File: config.mk
export PLATFORM = sky130hd
export DESIGN_NAME = tqx_store_exec
export DESIGN_NICKNAME = d
export VERILOG_FILES = /design/src/tqx_pkg.sv /design/src/tqx_store_exec.sv
export SDC_FILE = /design/constraint.sdc
export NUM_CORES = 2
export LEC_CHECK = 0
export BUFFER_PORTS_ARGS = -buffer_cell sky130_fd_sc_hd__buf_2
export CAP_MARGIN = 15
export CORE_ASPECT_RATIO = 0.9
export CORE_UTILIZATION = 30
export DETAILED_ROUTE_END_ITERATION = 8
export PLACE_DENSITY = 0.57
export SYNTH_ARGS = -nofsm -noshare
export SYNTH_HDL_FRONTEND = slang
export SYNTH_SLANG_ARGS = --single-unit
File: constraint.sdc
create_clock -name clk_i -period 2.72 [get_ports clk_i]
set_input_delay 0.136 -clock clk_i [delete_from_list [all_inputs] [get_ports clk_i]]
set_output_delay 0.136 -clock clk_i [all_outputs]
set_load 0.03 [all_outputs]
File: src/tqx_pkg.sv
package tqx_pkg;

  // analyzer sample and pattern bank
  localparam int SAMPLE_W = 32;
  localparam int NUM_PATTERNS = 8;
  localparam int NUM_TERMS = 8;
  localparam int TERM_W = 3;
  localparam int QUAL_W = 9;
  localparam int QUAL_ALL_BIT = 8;
  localparam logic [QUAL_W-1:0] QUAL_ALL = 9'h100;

  // register byte offsets, avalon address is a byte address
  localparam int ADDR_W = 7;
  localparam logic [ADDR_W-1:0] OFF_CTRL = 7'h00;
  localparam logic [ADDR_W-1:0] OFF_STATUS = 7'h04;
  localparam logic [ADDR_W-1:0] OFF_EASY_QUAL = 7'h08;
  localparam logic [ADDR_W-1:0] OFF_GLOBAL_QUAL = 7'h0C;
  localparam logic [ADDR_W-1:0] OFF_TRIG_COND = 7'h10;
  localparam logic [ADDR_W-1:0] OFF_RUN_ADDR = 7'h14;
  localparam logic [1:0] AREA_TERM = 2'h1;
  localparam logic [0:0] AREA_PAT = 1'h1;

  // control register fields
  localparam int CTRL_COMPLEX = 0;
  localparam int CTRL_TX_EN = 1;
  localparam int CTRL_COORD_EN = 2;
  localparam int CTRL_ISSUE = 3;
  localparam int CTRL_INTERNAL_TRIGGER_ONE = 4;
  localparam int CTRL_INTERNAL_TRIGGER_TWO = 5;

  // timing
  localparam int CLK_PERIOD_NS = 4;
  localparam int EXEC_PULSE_NS = 100;
  localparam int EXEC_PULSE_CYC = (EXEC_PULSE_NS + CLK_PERIOD_NS - 1)
                                  / CLK_PERIOD_NS;
  localparam logic [7:0] TRIG_HOLD_CYC = 8'h01;
  localparam logic [7:0] SETTLE_CYC = 8'h03;

  typedef enum logic [1:0] {
    TQX_IDLE = 2'b00,
    TQX_DRIVE = 2'b01,
    TQX_SETTLE = 2'b10,
    TQX_WAIT_REL = 2'b11
  } tqx_cmb_state_type;

  // open-drain pin as driven by the block
  typedef struct packed {
    logic out;
    logic oe;
  } tqx_od_type;

  typedef struct packed {
    logic wait_req;
    logic [31:0] rdata;
    logic complex_mode;
    logic tx_en;
    logic coord_en;
    logic internal_trigger_one;
    logic internal_trigger_two;
    logic [QUAL_W-1:0] easy_qual;
    logic [NUM_TERMS-1:0][QUAL_W-1:0] term_qual;
    logic [QUAL_W-1:0] trigger_condition;
    logic [31:0] run_addr;
    logic [NUM_PATTERNS-1:0][SAMPLE_W-1:0] pat_val;
    logic [NUM_PATTERNS-1:0][SAMPLE_W-1:0] pat_msk;
    logic [1:0] exec_sync;
    logic [1:0] trig_sync;
    logic exec_prev;
    tqx_cmb_state_type st;
    logic [7:0] cnt;
    logic [7:0] exec_cnt;
    logic store;
    logic meas_start;
    logic brk;
    tqx_od_type exec_pin;
    tqx_od_type trig_pin;
  } tqx_state_type;

endpackage

File: src/tqx_store_exec.sv
`timescale 1ns/1ps
// Functional notes
// - eight patterns each compare masked sample
// - qualifier ORs its selected patterns
// - reset sets qualifiers to store all
// - mode change restores store-all qualifiers
// - easy mode uses one global qualifier
// - term qualifier acts only in term
// - global write loads all term qualifiers
// - passed terms no longer cause storage
// - trigger condition write keeps qualifiers
// - execute strobe starts measurement when enabled
// - disabled trace-on-execute ignores strobe
// - trace-on-execute enabled after reset
// - drive shared trigger on execute
// - start at once without internal triggers
// - release trigger, wait for all released
// - start internal-trigger analyzers on release
// - issue command pulses execute line
// - coordinated execute breaks, runs at address
// - issuing works regardless of enables
// - complex mode has eight terms
module tqx_store_exec #(
  parameter int EXEC_PULSE_CYC = tqx_pkg::EXEC_PULSE_CYC
) (
  input wire logic clk_i,
  input wire logic srst_i,
  input wire logic [tqx_pkg::ADDR_W-1:0] avs_address_i,
  input wire logic avs_read_i,
  input wire logic avs_write_i,
  input wire logic [31:0] avs_writedata_i,
  input wire logic [3:0] avs_byteenable_i,
  output logic [31:0] avs_readdata_o,
  output logic avs_waitrequest_o,
  input wire logic [tqx_pkg::SAMPLE_W-1:0] sample_i,
  input wire logic sample_valid_i,
  input wire logic [tqx_pkg::TERM_W-1:0] seq_term_i,
  output logic store_o,
  output logic meas_start_o,
  output logic break_o,
  output logic [31:0] run_addr_o,
  input wire logic cmb_exec_n_i,
  output tqx_pkg::tqx_od_type cmb_exec_n_o,
  input wire logic cmb_trig_n_i,
  output tqx_pkg::tqx_od_type cmb_trig_n_o
);

  localparam int EXEC_MAX = EXEC_PULSE_CYC + 1;
  localparam int HOLD_MAX = 2;
  localparam logic [7:0] EXEC_LOAD = EXEC_PULSE_CYC[7:0];

  // eight terms; the pulse counter is only 8 bits wide
  if (EXEC_PULSE_CYC < 1 || EXEC_PULSE_CYC > 255) begin : g_pulse
    $error("EXEC_PULSE_CYC must be 1..255");
  end
  if (tqx_pkg::NUM_TERMS != 8 || tqx_pkg::NUM_PATTERNS != 8) begin : g_cnt
    $error("term and pattern counts must be eight");
  end

  tqx_pkg::tqx_state_type s_q;
  tqx_pkg::tqx_state_type s_d;
  logic req;
  logic bus_do;
  logic [31:0] wdata;
  logic [tqx_pkg::NUM_PATTERNS-1:0] match;
  logic hit;
  logic exec_fall;
  logic mode_chg;

  // byte lanes not enabled keep the old contents
  function automatic logic [31:0] be_merge(input logic [31:0] old_v,
                                           input logic [31:0] new_v,
                                           input logic [3:0] be);
    logic [31:0] r;
    r = old_v;
    for (int b = 0; b < 4; b++) begin
      if (be[b]) begin
        r[b*8 +: 8] = new_v[b*8 +: 8];
      end
    end
    return r;
  endfunction

  // qualifier: store-all bit, else OR of selected pattern hits
  // OR of patterns
  function automatic logic qual_hit(
      input logic [tqx_pkg::QUAL_W-1:0] q,
      input logic [tqx_pkg::NUM_PATTERNS-1:0] m);
    return q[tqx_pkg::QUAL_ALL_BIT] |
           (|(q[tqx_pkg::NUM_PATTERNS-1:0] & m));
  endfunction

  function automatic tqx_pkg::tqx_state_type reset_state();
    tqx_pkg::tqx_state_type r;
    r = '0;
    r.wait_req = 1'b1;
    r.tx_en = 1'b1;
    r.easy_qual = tqx_pkg::QUAL_ALL;
    for (int t = 0; t < tqx_pkg::NUM_TERMS; t++) begin
      r.term_qual[t] = tqx_pkg::QUAL_ALL;
    end
    r.exec_sync = 2'h3;
    r.trig_sync = 2'h3;
    r.exec_prev = 1'b1;
    r.st = tqx_pkg::TQX_IDLE;
    return r;
  endfunction

  // per-pattern masked compare, mask bit set means care
  always_comb begin
    for (int k = 0; k < tqx_pkg::NUM_PATTERNS; k++) begin
      match[k] = ((sample_i ^ s_q.pat_val[k]) & s_q.pat_msk[k]) == '0;
    end
  end

  assign req = avs_read_i | avs_write_i;
  assign bus_do = req & ~s_q.wait_req;
  assign wdata = avs_writedata_i;
  // falling edge seen only past the second sync stage
  assign exec_fall = s_q.exec_prev & ~s_q.exec_sync[1];
  assign mode_chg = bus_do & avs_write_i & avs_byteenable_i[0] &
                    (avs_address_i == tqx_pkg::OFF_CTRL) &
                    (wdata[tqx_pkg::CTRL_COMPLEX] != s_q.complex_mode);

  // easy mode ignores the active term
  // complex mode uses the qualifier of the current term only
  // an already passed term is not selected any more
  assign hit = s_q.complex_mode ? qual_hit(s_q.term_qual[seq_term_i], match)
                                : qual_hit(s_q.easy_qual, match);

  // next-state logic: bus slave, qualifiers, execute handling
  always_comb begin
    logic [31:0] m;
    m = '0;
    s_d = s_q;
    s_d.meas_start = 1'b0;
    s_d.brk = 1'b0;
    s_d.exec_sync = {s_q.exec_sync[0], cmb_exec_n_i};
    s_d.trig_sync = {s_q.trig_sync[0], cmb_trig_n_i};
    s_d.exec_prev = s_q.exec_sync[1];
    s_d.store = sample_valid_i & hit;

    // one wait cycle, then a single ready cycle with read data
    s_d.wait_req = ~(req & s_q.wait_req);
    if (req && s_q.wait_req) begin
      s_d.rdata = '0;
      unique0 case (avs_address_i)
        tqx_pkg::OFF_CTRL: begin
          s_d.rdata[tqx_pkg::CTRL_COMPLEX] = s_q.complex_mode;
          s_d.rdata[tqx_pkg::CTRL_TX_EN] = s_q.tx_en;
          s_d.rdata[tqx_pkg::CTRL_COORD_EN] = s_q.coord_en;
          s_d.rdata[tqx_pkg::CTRL_INTERNAL_TRIGGER_ONE] = s_q.internal_trigger_one;
          s_d.rdata[tqx_pkg::CTRL_INTERNAL_TRIGGER_TWO] = s_q.internal_trigger_two;
        end
        tqx_pkg::OFF_STATUS:
          s_d.rdata[5:0] = {s_q.trig_sync[1], s_q.exec_sync[1],
                            s_q.exec_pin.oe, s_q.trig_pin.oe, s_q.st};
        tqx_pkg::OFF_EASY_QUAL:
          s_d.rdata[tqx_pkg::QUAL_W-1:0] = s_q.easy_qual;
        tqx_pkg::OFF_TRIG_COND:
          s_d.rdata[tqx_pkg::QUAL_W-1:0] = s_q.trigger_condition;
        tqx_pkg::OFF_RUN_ADDR:
          s_d.rdata = s_q.run_addr;
        default: begin
          if (avs_address_i[6] == tqx_pkg::AREA_PAT) begin
            s_d.rdata = avs_address_i[2] ? s_q.pat_msk[avs_address_i[5:3]]
                                         : s_q.pat_val[avs_address_i[5:3]];
          end else if (avs_address_i[6:5] == tqx_pkg::AREA_TERM) begin
            s_d.rdata[tqx_pkg::QUAL_W-1:0] =
              s_q.term_qual[avs_address_i[4:2]];
          end
        end
      endcase
    end

    // register writes take effect on the ready cycle; unmapped ignored
    if (bus_do && avs_write_i) begin
      unique0 case (avs_address_i)
        tqx_pkg::OFF_CTRL: begin
          if (avs_byteenable_i[0]) begin
            s_d.complex_mode = wdata[tqx_pkg::CTRL_COMPLEX];
            s_d.tx_en = wdata[tqx_pkg::CTRL_TX_EN];
            s_d.coord_en = wdata[tqx_pkg::CTRL_COORD_EN];
            s_d.internal_trigger_one = wdata[tqx_pkg::CTRL_INTERNAL_TRIGGER_ONE];
            s_d.internal_trigger_two = wdata[tqx_pkg::CTRL_INTERNAL_TRIGGER_TWO];
            if (wdata[tqx_pkg::CTRL_ISSUE] && s_q.exec_cnt == '0) begin
              s_d.exec_cnt = EXEC_LOAD;
              s_d.exec_pin.oe = 1'b1;
            end
          end
        end
        tqx_pkg::OFF_EASY_QUAL: begin
          m = be_merge({23'h0, s_q.easy_qual}, wdata, avs_byteenable_i);
          s_d.easy_qual = m[tqx_pkg::QUAL_W-1:0];
        end
        tqx_pkg::OFF_GLOBAL_QUAL: begin
          m = be_merge({23'h0, tqx_pkg::QUAL_ALL}, wdata, avs_byteenable_i);
          // a global qualifier is copied into every term
          for (int t = 0; t < tqx_pkg::NUM_TERMS; t++) begin
            s_d.term_qual[t] = m[tqx_pkg::QUAL_W-1:0];
          end
        end
        // only the trigger condition changes, qualifiers stay
        tqx_pkg::OFF_TRIG_COND: begin
          m = be_merge({23'h0, s_q.trigger_condition}, wdata,
                       avs_byteenable_i);
          s_d.trigger_condition = m[tqx_pkg::QUAL_W-1:0];
        end
        tqx_pkg::OFF_RUN_ADDR:
          s_d.run_addr = be_merge(s_q.run_addr, wdata, avs_byteenable_i);
        default: begin
          if (avs_address_i[6] == tqx_pkg::AREA_PAT) begin
            if (avs_address_i[2]) begin
              s_d.pat_msk[avs_address_i[5:3]] = be_merge(
                s_q.pat_msk[avs_address_i[5:3]], wdata, avs_byteenable_i);
            end else begin
              s_d.pat_val[avs_address_i[5:3]] = be_merge(
                s_q.pat_val[avs_address_i[5:3]], wdata, avs_byteenable_i);
            end
          end else if (avs_address_i[6:5] == tqx_pkg::AREA_TERM) begin
            m = be_merge({23'h0, s_q.term_qual[avs_address_i[4:2]]},
                         wdata, avs_byteenable_i);
            s_d.term_qual[avs_address_i[4:2]] = m[tqx_pkg::QUAL_W-1:0];
          end
        end
      endcase
    end

    // a mode switch overrides any qualifier written with it
    if (mode_chg) begin
      s_d.easy_qual = tqx_pkg::QUAL_ALL;
      for (int t = 0; t < tqx_pkg::NUM_TERMS; t++) begin
        s_d.term_qual[t] = tqx_pkg::QUAL_ALL;
      end
    end

    // execute pulse length counter, line released at the end
    if (s_q.exec_cnt != '0) begin
      s_d.exec_cnt = s_q.exec_cnt - 8'h01;
      s_d.exec_pin.oe = (s_q.exec_cnt != 8'h01);
    end

    // coordinated execute breaks, then runs from run_addr
    if (exec_fall && s_q.coord_en) begin
      s_d.brk = 1'b1;
    end

    // shared trigger handshake; strobes during a handshake are dropped
    case (s_q.st)
      tqx_pkg::TQX_IDLE: begin
        if (exec_fall && s_q.tx_en) begin
          // trigger driven on the next edge
          s_d.trig_pin.oe = 1'b1;
          s_d.cnt = tqx_pkg::TRIG_HOLD_CYC;
          s_d.st = tqx_pkg::TQX_DRIVE;
          // no internal trigger lines, start now
          s_d.meas_start = ~(s_q.internal_trigger_one | s_q.internal_trigger_two);
        end
      end
      tqx_pkg::TQX_DRIVE: begin
        s_d.cnt = s_q.cnt - 8'h01;
        if (s_q.cnt == 8'h01) begin
          s_d.trig_pin.oe = 1'b0;
          s_d.cnt = tqx_pkg::SETTLE_CYC;
          s_d.st = tqx_pkg::TQX_SETTLE;
        end
      end
      tqx_pkg::TQX_SETTLE: begin
        // our own low is still in the synchroniser; let it drain
        s_d.cnt = s_q.cnt - 8'h01;
        if (s_q.cnt == 8'h01) begin
          s_d.st = tqx_pkg::TQX_WAIT_REL;
        end
      end
      tqx_pkg::TQX_WAIT_REL: begin
        // wait for every participant to let go
        if (s_q.trig_sync[1]) begin
          s_d.meas_start = s_q.internal_trigger_one | s_q.internal_trigger_two;
          s_d.st = tqx_pkg::TQX_IDLE;
        end
      end
      default: s_d.st = tqx_pkg::TQX_IDLE;
    endcase
  end

  always_ff @(posedge clk_i) begin
    if (srst_i) begin
      s_q <= reset_state();
    end else begin
      s_q <= s_d;
    end
  end

  assign avs_readdata_o = s_q.rdata;
  assign avs_waitrequest_o = s_q.wait_req;
  assign store_o = s_q.store;
  assign meas_start_o = s_q.meas_start;
  assign break_o = s_q.brk;
  assign run_addr_o = s_q.run_addr;
  assign cmb_exec_n_o = s_q.exec_pin;
  assign cmb_trig_n_o = s_q.trig_pin;
endmodule

==> metrics.txt <==
commonest non-fill, non-tap cells in the layout nand2_1, dfxtp_1, a21oi_1; PortBufs 154; Post-DP HPWL 107,000 um; Placer Congestion 0.995; Ys Warns 0; Die X 365 um; Placed Area ~38,000 um^2; CP required 3.28 ns; Post-Syn Area per Cell around 8.4 um^2; Die Height 328 um; Syn Std Cell Area 35,500 um^2; Max Root-Sink Buffers 3; max_cap viols 0; TNS Setup 0 ns; Worst Tran Pin Value 1.01 ns; nets 4,358; Critical Path, Cell by Cell xor2_1, a22oi_1, nand4_1, nor4_1, buf_4, a222oi_1, and3_1, a2111oi_2; delay of the slowest cell on the worst path 0.54 ns; Post-CTS Setup Inserts 0; Async SR Flop Fraction 0%; vias in the first global route 30,600; Hold Violations, Final 0; Crit Path Category reg -> reg; CP max-delay cell a22oi_1; Seq/Total Area, Yosys 39.5%; kind of end point of the critical path flip-flop; Clk Latency, worst-skew pair ~0.67 ns; final WL 160,000 um; Total Routing Usage GR a little over a quarter; ys flop type dfxtp_1; GR Overflow Total 0; Vias/cell 5.66; RSZ-0062 raised after global routing false; initial core utilization a little under a third; fill count 12,000; CTS sink count 700; initial antenna violation count 24; root buffer cell clkbuf_16; drt drc 0; Reg clk slew, reported paths 0.07 ns; #FFs+latches synth 700; leak pwr 14.8 nW; CP max FO 3; largest net degree at the start of global routing 141; CP startpoint kind flip-flop; Max-slew headroom 32.2%; number of flops mapped to enable cells by yosys 0; HP Class in -> reg; Max VDD drop between 0.4 and 0.5 mV; core area 117,000 um^2; outcome finished clean; fmax around 0.38 GHz; Pins Over Slew Limit 0; routed len/inst 27.2 um; first-pass GRT wire length 227,000 um; Std-Cell Rows 119; fin area ~41,000 um^2; H-tree Lvls 3; first-iteration detailed-routing DRC count 4,731; Tmin final 2.62 ns; Area growth syn-to-layout 16.4%; post-route ant nets 0; Final Cycle Share between 90% and 100%; drt pass-1 iters 8; worst path bufs/invs 1; Mapped Cells 4,203; DR vias 33,400; Final setup viols 0; CTS buffer count 80; share of layout cells above drive strength 1 around 17%; CTS tree done; Yosys cell types 66; CP arrival roughly 3.2 ns; Top delay family on crit path compound AO/OA/AOI/OAI gates; Clock Skews 0.0378 ns; commonest non-fill, non-tap cell in the layout nand2_1; DIE AREA 120,000 um^2; # IOs 157; Power Dens Cells 582 nW/um^2
## layer usage
layer / wire, um / part of all wire, % / track usage [%]
met5: 130 / 0.081 / 0
met4: 9060 / 5.6 / 12.8
met3: 18700 / 12 / 7.45
met2: 70100 / 44 / 39.7
met1: 62500 / 39 / 33.8
## registers in the layout (all words and copies together), names as in the netlist, named ones only
signal and cells:
avs_waitrequest_o 1, cmb_exec_n_o 1, store_o 1, avs_readdata_o 32
s_q 626, s_d 3, cmb_trig_n_o 1, run_addr_o 32
break_o 1, meas_start_o 1
## tightest hold or removal path, cell delays in order
cell and delay [ns]:
buf_2 0.10, buf_4 0.24, nand3_1 0.13, mux2i_1 0.08, nand2_1 0.06
## power breakdown
| group | internal [mW] | switching (mW) | total [mW] |
|---|---|---|---|
| logic | 0.766 | 1.63 | 2.39 |
| clock network | 6.42 | 4.73 | 11.1 |
| registers | 10.4 | 0.123 | 10.5 |
| total | 17.6 | 6.48 | 24.0 |
## synth_stat cells (40+ instances only)
cell / count / area, um^2
nand2_1: 1177 / 4420
dfxtp_1: 700 / 14000
a21oi_1: 576 / 2880
xor2_1: 262 / 2290
nor2_1: 247 / 927
clkbuf_1: 186 / 698
mux4_2: 158 / 3560
a22oi_1: 138 / 1040
buf_4: 98 / 736
o21ai_0: 93 / 465
mux2i_1: 89 / 891
a31oi_1: 65 / 407
buf_2: 65 / 325
mux2_2: 48 / 541
nor3_1: 40 / 200
## worst paths after layout
path / startpoint / endpoint / slack [ns] / cells past startpoint
setup reg to reg: s_q[378]$_SDFFE_PP0P_ / store_o$_SDFF_PP0_ / 0.1 / 8
hold / removal: avs_byteenable_i[1] / s_q[663]$_SDFFE_PP1P_ / 0.13 / 5
hold reg to reg: s_d[27]$_SDFF_PP1_ / s_q[27]$_SDFF_PP1_ / 0.42 / 1
setup / recovery: s_q[378]$_SDFFE_PP0P_ / store_o$_SDFF_PP0_ / 0.1 / 8
## logic make-up (layout without fill, tap and decap cells)
logic type | count (synthesis) | after routing | share of synthesized area [%]
flops | 700 | 700 | 39.5
fa+ha+maj | 9 | 9 | 0.317
mux | 303 | 303 | 14.6
compound gates | 949 | 949 | 15.4
other cells | 1 | 8 | 0.0106
simple gates | 1579 | 1579 | 17.8
xor+xnor | 265 | 265 | 6.54
buf+inv | 397 | 519 | 5.82
## cell type report
type	count	area [um^2]	area share, %
Tap cell	1573	1970	4.76
Inverter	13	48.8	0.118
Sequential cell	700	14000	33.9
Timing Repair Buffer	362	3020	7.31
Clock buffer	116	2320	5.61
Antenna cell	6	15.0	0.0363
Multi-Input combinational cell	3107	19600	47.4
Clock inverter	28	335	0.812
## stage by stage
stage | worst slack [ns] | utilization (%) | power [mW] | hold slack, ns | std cells
final | 0.0988 | 35.3 | 24.0 | 0.133 | 5905
after global routing | 0.0126 | 35.2 | 24.7 | 0.139 | 5901
after CTS | 0.125 | 35.2 | 24.1 | 0.102 | 5899
after detailed placement | 0.0989 | 32.7 | 13.0 | 0.326 | 5719
after global placement | 0.135 | 32.7 | 13.0 | 0.328 | 5719
after floorplan | 0.742 | - | 12.2 | 0.240 | 4204
## repair_timing
| item | 4_1_cts | 5_1_grt |
|---|---|---|
| hold buffers | 36 | 0 |
| endpoints found under the hold margin | 107 | 0 |
| gates resized for setup | 0 | 1 |
| setup endpoints to repair | 0 | 1 |
No activity file was read; power rests on OpenSTA's default activity.
